`config.mk`:
```
export PLATFORM = sky130hd
export DESIGN_NAME = sac_top
export DESIGN_NICKNAME = d
export VERILOG_FILES = /design/src/hw/sac_pkg.sv /design/src/hw/sac_tick_div.sv /design/src/hw/sac_top.sv
export SDC_FILE = /design/constraint.sdc
export NUM_CORES = 1
export LEC_CHECK = 0
export ABC_AREA = 0
export BUFFER_PORTS_ARGS = -buffer_cell sky130_fd_sc_hd__buf_2
export CAP_MARGIN = 30
export CORE_UTILIZATION = 35
export DETAILED_ROUTE_END_ITERATION = 8
export PLACE_DENSITY = 0.63
export SYNTH_ARGS = -nofsm -noshare
export SYNTH_HDL_FRONTEND = slang
export SYNTH_SLANG_ARGS = --single-unit
```
`constraint.sdc`:
```
create_clock -name clk -period 2.8 [get_ports clk]
set_input_delay 0.28 -clock clk [delete_from_list [all_inputs] [get_ports clk]]
set_output_delay 0.28 -clock clk [all_outputs]
set_load 0.02 [all_outputs]
```
`src/hw/sac_pkg.sv`:
```
// package of constants and types for the successive-approximation converter control
//
// Contract
// - sequencer clocked by oscillator divided by twelve
// - eight-bit result resolved msb to lsb
// - about 70us per conversion at 8MHz
// - start bit begins conversion, clears completion flag
// - completion flag set when conversion ends
// - one conversion per start, never continuous
// - start during conversion restarts from scratch
// - start bit always reads as zero
// - completion raises end-of-conversion interrupt vector 4
// - interrupt passed only while enable bit set
// - converter powered only while power select one
// - wait mode does not switch comparator off
// - reset aborts conversion, control reads 40h
// - control register at d1h, fixed bit layout
// - read-only result register at d0h
package sac_pkg;

  // ==========================================================
  // register map
  localparam logic [7:0] SAC_ADDR_DATA = 8'hd0;
  localparam logic [7:0] SAC_ADDR_CTRL = 8'hd1;
  localparam logic [7:0] SAC_CTRL_RESET = 8'h40;

  // control register fields
  localparam int SAC_BIT_IRQ_EN = 7;
  localparam int SAC_BIT_DONE = 6;
  localparam int SAC_BIT_START = 5;
  localparam int SAC_BIT_POWER = 4;

  // ==========================================================
  // timing
  localparam int SAC_CLK_MHZ = 100;
  localparam int SAC_OSC_MHZ = 8;
  localparam int SAC_OSC_DIV = 12;
  localparam int SAC_CONV_US = 70;
  // conversion clocks per conversion: 70us * 8MHz / 12, rounded down
  localparam int SAC_CONV_TICKS = SAC_CONV_US * SAC_OSC_MHZ / SAC_OSC_DIV;
  // system clocks per conversion tick: 100MHz * 12 / 8MHz, exact;
  // dividing first would truncate 12.5 and run the ticks fast
  localparam int SAC_TICK_CYC = SAC_CLK_MHZ * SAC_OSC_DIV / SAC_OSC_MHZ;
  localparam int SAC_BITS = 8;

  // ==========================================================
  // types
  typedef enum logic [1:0] {
    SAC_IDLE = 2'b00,
    SAC_SETTLE = 2'b01,
    SAC_TRIAL = 2'b11
  } sac_state_t;

  typedef struct packed {
    logic [7:0] addr;
    logic [7:0] wdata;
    logic wr;
    logic rd;
  } sac_bus_req_t;

endpackage

```
`src/hw/sac_tick_div.sv`:
```
// divider making the conversion clock tick from the system clock
`timescale 1ns/100ps
module sac_tick_div
  import sac_pkg::*;
#(
  parameter int DIV = SAC_TICK_CYC
) (
  input wire logic clk,
  input wire logic arst_n,
  input wire logic clear,
  output logic tick
);
  logic [15:0] cnt;
  logic [15:0] next_cnt;

  // ==========================================================
  // counter, restarted with each conversion so ticks stay aligned
  always_comb begin
    next_cnt = cnt + 16'h0001;
    if (clear || cnt == 16'(DIV - 1)) begin
      next_cnt = 16'h0000;
    end
  end

  always_ff @(posedge clk or negedge arst_n) begin
    if (!arst_n) begin
      cnt <= 16'h0000;
    end else begin
      cnt <= next_cnt;
    end
  end

  assign tick = !clear && cnt == 16'(DIV - 1);
endmodule // sac_tick_div

```
`src/hw/sac_top.sv`:
```
// conversion control block: register port, sequencer, interrupt
`timescale 1ns/100ps
module sac_top
  import sac_pkg::*;
#(
  parameter int TICK_CYC = SAC_TICK_CYC,
  parameter int CONV_TICKS = SAC_CONV_TICKS
) (
  input wire logic clk,
  input wire logic arst_n,
  input wire logic [7:0] addr,
  input wire logic [7:0] wdata,
  input wire logic wr,
  input wire logic rd,
  output logic [7:0] rdata,
  input wire logic cmp_high,
  input wire logic core_wait,
  output logic [7:0] dac_code,
  output logic converter_power,
  output logic conversion_irq,
  output logic sample_active
);
  sac_bus_req_t req;
  sac_state_t state, next_state;
  logic conversion_irq_enable, next_irq_en;
  logic converter_power_select, next_power;
  logic done, next_done;
  logic [7:0] result, next_result;
  logic [7:0] trial, next_trial;
  logic [3:0] bit_idx, next_bit_idx;
  logic [7:0] tcnt, next_tcnt;
  logic [7:0] next_rdata;
  logic start_wr;
  logic tick;

  assign req = '{addr: addr, wdata: wdata, wr: wr, rd: rd};

  // ==========================================================
  // decode
  function automatic logic hit(input logic [7:0] a, input logic [7:0] b);
    return a == b;
  endfunction

  assign start_wr = req.wr && hit(req.addr, SAC_ADDR_CTRL)
    && req.wdata[SAC_BIT_START];

  sac_tick_div #(.DIV(TICK_CYC)) u_div (
    .clk(clk),
    .arst_n(arst_n),
    .clear(start_wr),
    .tick(tick)
  );

  // ==========================================================
  // sequencer: settle ticks, then one tick per bit decision;
  // the comparator input is sampled on each decision tick
  always_comb begin
    next_state = state;
    next_trial = trial;
    next_bit_idx = bit_idx;
    next_tcnt = tcnt;
    next_result = result;
    next_done = done;
    next_irq_en = conversion_irq_enable;
    next_power = converter_power_select;
    if (req.wr && hit(req.addr, SAC_ADDR_CTRL)) begin
      next_irq_en = req.wdata[SAC_BIT_IRQ_EN];
      next_power = req.wdata[SAC_BIT_POWER];
    end
    case (state)
      SAC_IDLE: begin
      end
      SAC_SETTLE: begin
        if (tick) begin
          next_tcnt = tcnt + 8'h01;
          if (tcnt == 8'(CONV_TICKS - SAC_BITS - 1)) begin
            next_state = SAC_TRIAL;
          end
        end
      end
      SAC_TRIAL: begin
        if (tick) begin
          // keep or drop trial bit, msb first
          if (!cmp_high) begin
            next_trial[3'(bit_idx)] = 1'b0;
          end
          if (bit_idx != 4'h0) begin
            next_trial[3'(bit_idx - 4'h1)] = 1'b1;
            next_bit_idx = bit_idx - 4'h1;
          end else begin
            next_result = next_trial;
            next_done = 1'b1;
            next_state = SAC_IDLE;
          end
        end
      end
      default: next_state = SAC_IDLE;
    endcase
    if (!converter_power_select) begin
      next_state = SAC_IDLE;
    end
    if (start_wr) begin
      next_state = SAC_SETTLE;
      next_tcnt = 8'h00;
      next_trial = 8'h80;
      next_bit_idx = 4'(SAC_BITS - 1);
      next_done = 1'b0;
    end
  end

  always_ff @(posedge clk or negedge arst_n) begin
    if (!arst_n) begin
      state <= SAC_IDLE;
      trial <= 8'h00;
      bit_idx <= 4'h0;
      tcnt <= 8'h00;
      result <= 8'h00;
      done <= SAC_CTRL_RESET[SAC_BIT_DONE];
      conversion_irq_enable <= SAC_CTRL_RESET[SAC_BIT_IRQ_EN];
      converter_power_select <= SAC_CTRL_RESET[SAC_BIT_POWER];
    end else begin
      state <= next_state;
      trial <= next_trial;
      bit_idx <= next_bit_idx;
      tcnt <= next_tcnt;
      result <= next_result;
      done <= next_done;
      conversion_irq_enable <= next_irq_en;
      converter_power_select <= next_power;
    end
  end

  // ==========================================================
  // read port, data one cycle after the strobe
  always_comb begin
    next_rdata = 8'h00;
    if (req.rd) begin
      if (hit(req.addr, SAC_ADDR_CTRL)) begin
        next_rdata[SAC_BIT_IRQ_EN] = conversion_irq_enable;
        next_rdata[SAC_BIT_DONE] = done;
        next_rdata[SAC_BIT_START] = 1'b0;
        next_rdata[SAC_BIT_POWER] = converter_power_select;
      end else if (hit(req.addr, SAC_ADDR_DATA)) begin
        next_rdata = result;
      end
    end
  end

  always_ff @(posedge clk or negedge arst_n) begin
    if (!arst_n) begin
      rdata <= 8'h00;
    end else begin
      rdata <= next_rdata;
    end
  end

  // ==========================================================
  // outputs
  // power ignores wait; core_wait deliberately unused here
  assign converter_power = converter_power_select | (core_wait & 1'b0);
  assign conversion_irq = done & conversion_irq_enable;
  assign dac_code = trial;
  assign sample_active = state != SAC_IDLE;
endmodule // sac_top
```
Yosys cells after proc, flatten, opt, wreduce, memory -nomap -nowiden --
Cells that the tools add are included.
Word-level totals: bits in registers 57, input bits 22, word-level logic and storage cells 88
Cells by class: $add $sub $neg 3, $lt $le $gt $ge 4, equal/unequal tests 12, mux-type cells 34, bitwise gates (word level) 5, reduce and logical (&&, ||, !) cells 20
Operators with widths (number):
- two-way mux 8 bit | 12
- two-way mux 4 bit | 6
- adder 16 x 1 -> 16 bit, second input constant | 1
- == test 16 x 8 -> 1 bit, second input constant | 1
- == test 8 bit, second input constant | 2
- two-way mux 16 bit | 1
- != test 4 x 3 -> 1 bit, second input constant | 4
- two-way mux 2 bit | 6
- nonzero test 2 bit | 5
- AND reduction 3 bit | 3
- adder 8 x 1 -> 8 bit, second input constant | 1
- AND 8 bit | 1
- == test 8 x 6 -> 1 bit, second input constant | 1
- less-than comparator 3 x 4 -> 1 bit, second input constant | 2
- inverter 8 bit | 1
- OR 8 bit | 1
- demux 1 bit (select 3 bit) | 2
- >= comparator 3 x 1 -> 1 bit, second input constant | 2
- two-way mux 1 bit | 6
- case mux 2 bit (3 select lines) | 1
- logical AND 1 bit | 5
- AND reduction 5 bit | 1
- AND reduction 2 bit | 2
- nonzero test 4 bit | 1
- other kinds (10) | 10

Longest topological paths before layout --
Gate-level depths: netlist of the first run.
word-level depth 14, mapped depth 8, mapped depth without buffers 6

Modules after synthesis --
Synthesis of the first run repeated with hierarchy kept, for this count alone.
Unflattened totals: cells, all modules 298, area, all modules 2906.5 um2
Modules (own cells, without submodules):
- sac_top | times used 1, cells an instance 211, area an instance 2084.5 um2, seq. area each 1027.2 um2
- sac_tick_div | times used 1, cells an instance 87, area an instance 822.0 um2, seq. area each 400.4 um2

Worst setup path before layout of the first run --
Ideal clock, no wire load.
kind flip-flop to flip-flop, from register bit_idx[1], to register bit_idx[3], library setup time 0.077 ns, data arrival time 1.875 ns, setup slack 0.848 ns, stages on the path, launching flop included 7, path buffers 0, cells stage by stage dfrtp_1 -> inv_1 -> ha_1 -> nor3b_1 -> or4_1 -> or4_1 -> a21oi_1
Between the ends: longest elaborated chain between the ends 5, elaborated cells on any way between the ends 8, classes of those cells 1 x add/sub; 4 x mux; 3 x reduce/logical
RTL lines:
- from (decl) | RTL line sac_top.sv:30 | logic [3:0] bit_idx, next_bit_idx;
- from (signal assigned) | RTL line sac_top.sv:124 | bit_idx <= next_bit_idx;
- subtractor 4 x 1 -> 4 bit | RTL line sac_top.sv:89 | next_bit_idx = bit_idx - 4'h1;
- two-way mux 4 bit | RTL line sac_top.sv:87 | if (bit_idx != 4'h0) begin
- two-way mux 4 bit | RTL line sac_top.sv:82 | if (tick) begin
- two-way mux 4 bit | RTL line sac_top.sv:70 | case (state)
- two-way mux 4 bit | RTL line sac_top.sv:102 | if (start_wr) begin
Several ways; a longest one is shown, not always the timed one. The select of a mux whose other input is x is not followed. A chain may end at the register's enable or synchronous reset.

Worst setup path in the final report of the first run --
Same ends and word-level chain as after synthesis.

==> results of run 1 <==
Yosys cell counts (2+ instances only):
cell	instances	share of area [%]
xor2_1	4	1.2
clkbuf_1	7	0.90
or4_1	7	1.8
nor2b_1	4	0.85
mux2i_1	11	3.8
dfrtp_1	56	48
nor2_1	28	3.6
o21ai_0	6	1.0
a21oi_1	17	2.9
nor4_1	6	1.3
and2_1	4	0.85
o31ai_1	13	3.3
or3_1	3	0.64
nor3b_1	2	0.51
nand4_1	11	2.3
buf_2	7	1.2
nand4b_1	2	0.60
nand2_1	28	3.6
inv_1	17	2.2
mux2_2	2	0.77
a211oi_1	2	0.51
o211ai_1	2	0.51
ha_1	5	2.1
and4bb_1	3	1.3
xnor2_1	10	3.0
nand3_1	17	2.9
nor3_1	14	2.4
and3_1	3	0.64
state kept, by name (all words and copies together), names as in the netlist:
name and count:
bit_idx 4, conversion_irq_enable 1, dac_code 8, u_div.cnt 16, tcnt 8, done 1
converter_power 1, rdata 8, result 8, state 2
cells by family (layout without fill, tap and decap cells):
kind of cell | after synthesis | in the layout | share of synthesized area [%]
compound gates | 44 | 44 | 9.21
fa+ha+maj | 5 | 5 | 2.13
buf+inv | 33 | 74 | 4.65
simple gates | 141 | 141 | 26.7
xor+xnor | 14 | 14 | 4.18
mux | 13 | 13 | 4.52
flops | 57 | 57 | 48.6
per-layer routing:
layer,part of all wire [%],wire length (um),up-vias
met5,0,0,-
met4,0.77,46,0
met3,5.3,319,6
met2,47,2810,58
met1,47,2840,1119
li1,-,-,1173
metrics by stage:
stage	instance area (sq um)	std cells	utilization (%)	power (W)	hold slack [ps]
floorplan	2940	307	-	0.00118	-15.6
global placement	3210	437	39.3	0.00126	455
detailed placement	3210	437	39.3	0.00127	459
CTS	3440	453	42.1	0.00214	92.6
global route	3440	453	42.1	0.00224	134
finish	3440	453	42.1	0.00212	75.2
cells in the final DEF, fill, tap and decap left out, types with 9 or more instances in the layout:
master    synthesis  routed
clkbuf_8          0       9
a21oi_1          17      17
nand4_1          11      11
mux2i_1          11      11
o31ai_1          13      13
nand2_1          28      28
dfrtp_1          56      56
nor3_1           14      14
buf_2             7      34
nor2_1           28      28
xnor2_1          10      10
nand3_1          17      17
inv_1            17      17
power by group through the flow:
stage          logic [W]  clock network, W  registers (W)
2_1_floorplan   0.000214                 0       0.000971
3_3_place_gp    0.000261                 0       0.000997
3_5_place_dp    0.000270                 0       0.000998
4_1_cts         0.000269          0.000891       0.000984
5_1_grt         0.000306          0.000937       0.000998
6_report        0.000266          0.000869       0.000984
final cells by class:
class                           instances  area [sq um]  share of cell area (%)
Multi-Input combinational cell        217          1370                    39.9
Tap cell                              105           131                    3.82
Clock inverter                          7           103                    2.98
Sequential cell                        57          1430                    41.5
Clock buffer                            9           124                    3.60
Timing Repair Buffer                   40           215                    6.26
Inverter                               18          67.6                    1.96
worst max-delay path by stage:
stage	from	end	cells after the start
after floorplan	bit_idx[1]	bit_idx[3]	6
after global placement	bit_idx[1]	bit_idx[3]	6
after detailed placement	bit_idx[1]	bit_idx[3]	6
after CTS	bit_idx[1]	bit_idx[3]	6
after global routing	bit_idx[1]	bit_idx[3]	6
final	bit_idx[1]	bit_idx[3]	6
==> results.cfg, run 1 <==
[run_status]
status = completed

[floorplanning]
fp-row-count = 33
die_area_sq_mm = 0.00876
num_io_pins = 41
initial_core_util_pct = 35.9
die_w_um = 93.6
coreArea_sq_mm = 0.00818
die_h_um = 93.6

[global_route]
grt_max_degree = 58
grt_pass1_wl_um = 10300
grt.total_usage_pct = 15.3
grt.busiest_layer = met2
gr-usage-met3_pct = 5.85
gr-usage-met1_pct = 18.7
grt_pass1_vias = 2228
grt_overflow = 0
antenna_found_initial = 0
grt_use_met2_pct = 24.9

[critical_path]
r2r_end = bit_idx[3]
critPathKind = reg -> reg
crit_chain = inv_1 -> ha_1 -> nor3b_1 -> or4_1 -> or4_1 -> a21oi_1
path_buf_inv = 1
critPathMostFrequentCell = or4_1
endpoint_kind = flip-flop
r2r_setup_slack_ps = 600
path_max_fanout = 8
cp_top_family = simple AND/OR/NAND/NOR gates
worstPathRequired_ps = 3060
slowest_delay_ps = 530
cp_slowest_cell = or4_1
r2r_cells = 6
crit_arrival_ps = 2460
r2r_start = bit_idx[1]
critPathLaunchType = flip-flop

[cts]
clk_root_buffer_cell = clkbuf_8
postCtsSetupBuffers = 0
clkTransAtPathRegs_ps = 70
ctsHoldBuffers = 0
cts_sinks = 57
cts-buffers-inserted = 9
cts_tree = done
h-tree-depth = 3
ctsResizeCount = 0
clk_path_buf_depth = 2
clock_latency_ps = 340

[drt]
routedWlPerCell_um = 13.3
drt_iter0_drc = 97
ant_nets = 0
first_pass_iters = 4
vias = 2356
totalWireLength_um = 6010
route.detailed.drc = 0
avgViaCountPerCell = 5.20

[pwr]
vdd_drop_max_mv = 0.291
netSwitchingFraction_pct = 28.3
power.switching_w = 0.000599
combPwrFrac_pct = 12.6
leakage_nw = 1.57
power.internal_w = 0.00152
power_density_mw_per_mm2 = 616
power_frac_clock_pct = 41.0
seqPwrFrac_pct = 46.4

[placement]
dp_hpwl_um = 4210
numPortBuffers = 34
gp_congestion = 0.793
pre_cts_ws_ps = 656

[timing]
fmax_mhz = 455
timing.final.max_slew_violations = 0
skew_ps = 11.7
worst_slack_ps = 601
fin_setup_tns_ps = 0
tightestPinTransition_ps = 706
max_slew_margin_pct = 52.9
period_needed_ps = 2200
finalHoldViolations = 0
rsz0062_at_grt = no
setup_viol = 0
fin_crit_sh_pct = 78.5

[finish]
syn2layout_area_growth_pct = 17.2
num_antenna_cells = 0
layout-drive-gt1-share_pct = 18.4
nets = 370
fillers = 824

[min_path]
hold_path.class = in -> async

[yosys]
syn_nets = 334
async_flop_share_pct = 100
synth_cells = 307
syn-mean-instance-area_sq_um = 9.56
syn_area_sq_mm = 0.00294
ys.flop_type = dfrtp_1
synth-edff-count = 0
yosys_warnings = 0
yosysUniqueCellTypes = 44
ys_ff_latch = 57
synth.yosys.seq_area_share_pct = 48.6

[flow_run]
drv_cap = 0
(Power assumes the default switching activity.)
==> run 2, diff against run 1 <==
==> constraint.sdc (replaced) <==
create_clock -name clk -period 2.3 [get_ports clk]
set_input_delay 0.23 -clock clk [delete_from_list [all_inputs] [get_ports clk]]
set_output_delay 0.23 -clock clk [all_outputs]
set_load 0.02 [all_outputs]
==> run 2 against run 1 <==
Clock skew is 3.0 ps higher. Power increased by 22%. Die area stayed put. Sequential cell count did not move. Wire length rose by 2.9%. Combinational power is 24% higher. Sequential share of layout area is 0.70 points lower. First-iteration DRC count increased by 34%. Largest cell class unchanged. Worst setup slack got worse by 410 ps. Critical path type unchanged. Utilization rose by 0.72 points. Non-clock buffer count increased by 6.
==> results.cfg, run 2 (synthesis results as in run 1) <==
[floorplanning]
fp-row-count = 33
initial_core_util_pct = 35.9
die_h_um = 93.6
coreArea_sq_mm = 0.00818
die_w_um = 93.6
die_area_sq_mm = 0.00876
num_io_pins = 41

[timing]
skew_ps = 14.7
timing.final.max_slew_violations = 0
tightestPinTransition_ps = 587
rsz0062_at_grt = no
max_slew_margin_pct = 60.8
finalHoldViolations = 0
fmax_mhz = 475
fin_setup_tns_ps = 0
setup_viol = 0
period_needed_ps = 2110
fin_crit_sh_pct = 91.6

[drt]
avgViaCountPerCell = 5.16
totalWireLength_um = 6180
drt_iter0_drc = 130
top_layer_used = met4
routedWlPerCell_um = 13.5
met1Wirelength_um = 2800
met2WireLength_um = 2970
vias = 2369
wl_met3_um = 331
ant_nets = 0
route.detailed.drc = 0
first_pass_iters = 4

[pwr]
power.switching_w = 0.000736
netSwitchingFraction_pct = 28.4
leakage_nw = 1.60
combPwrFrac_pct = 12.8
power_frac_clock_pct = 40.8
seqPwrFrac_pct = 46.4
power.internal_w = 0.00185
power_density_mw_per_mm2 = 740
vdd_drop_max_mv = 0.297

[min_path]
hold_path.class = in -> reg

[cts]
clkTransAtPathRegs_ps = 70
ctsHoldBuffers = 1
cts_sinks = 57
clock_latency_ps = 340
cts_tree = done
h-tree-depth = 3
clk_path_buf_depth = 2
postCtsSetupBuffers = 0
clk_root_buffer_cell = clkbuf_8
cts-buffers-inserted = 9
ctsResizeCount = 0

[critical_path]
worstPathRequired_ps = 2570
r2r_setup_slack_ps = 190
critPathLaunchType = flip-flop
critPathKind = reg -> reg
endpoint_kind = flip-flop
crit_arrival_ps = 2380
path_max_fanout = 6

[finish]
design_area_sq_mm = 0.00350
regMostFlops = u_div.cnt
num_antenna_cells = 0
syn2layout_area_growth_pct = 19.2
largest_reg_flops = 16
layout_common_cells = dfrtp_1 (56), buf_2 (34), nand2_1 (28), nor2_1 (28)
final_cells = 459
nets = 376
mostFrequentLayoutCell = dfrtp_1
layout-drive-gt1-share_pct = 19.5

[run_status]
status = completed

[global_route]
antenna_found_initial = 0
grt_max_degree = 34
grt_pass1_vias = 2303
grt_overflow = 0
grt_pass1_wl_um = 10900
grt.total_usage_pct = 15.9

[flow_run]
drv_cap = 0

[placement]
dpl_cell_area_sq_mm = 0.00326
place_inst = 442
dp_hpwl_um = 4320
gp_congestion = 0.824
numPortBuffers = 34
[run 2: final timing paths]
| path | cells past startpoint | endpoint | from |
|---|---|---|---|
| max reg2reg | 6 | bit_idx[3] | bit_idx[0] |
| max in group asynchronous | 3 | dac_code[4] | arst_n |
| max | 6 | bit_idx[3] | bit_idx[0] |
| min in group asynchronous | 2 | result[4] | arst_n |
| min | 2 | converter_power | wdata[4] |
| min reg2reg | 2 | done | done |
[run 2: area by class of cell]
class	instances	area, sq um
clock buffer	9	124
clock inverter	7	101
fill	793	4680
inverter	18	67.6
multi-input combinational	217	1370
sequential	57	1430
tap	105	131
timing repair buffer	46	275
[run 2: per-stage QoR]
stage          power [W]  hold slack [ps]  setup WS [ps]  util (%)
2_1_floorplan    0.00144            -65.6            348         -
3_3_place_gp     0.00153              264            257      39.9
3_5_place_dp     0.00155              263            211      39.9
4_1_cts          0.00263              100            200      42.8
5_1_grt          0.00273              102            128      42.8
6_report         0.00259              117            193      42.8
[run 2: critical path: stages (launching register included)]
cell	delay [ps]
dfrtp_1	380
inv_1	90
ha_1	270
nor3b_1	220
or4_1	520
or4_1	420
a21oi_1	150
[run 2: power by group through the flow]
stage / combinational, W / sequential, W / clock (W)
2_1_floorplan: 0.000260 / 0.00118 / 0
3_3_place_gp: 0.000321 / 0.00121 / 0
3_5_place_dp: 0.000331 / 0.00122 / 0
4_1_cts: 0.000335 / 0.00120 / 0.00109
5_1_grt: 0.000388 / 0.00122 / 0.00113
6_report: 0.000331 / 0.00120 / 0.00106
[run 2: per-layer routing]
metal / GRT usage, % / vias up
li1: - / 1182
met1: 20.4 / 1117
met2: 25.4 / 60
met3: 4.31 / 10
met4: 6.54 / 0
met5: 0 / -
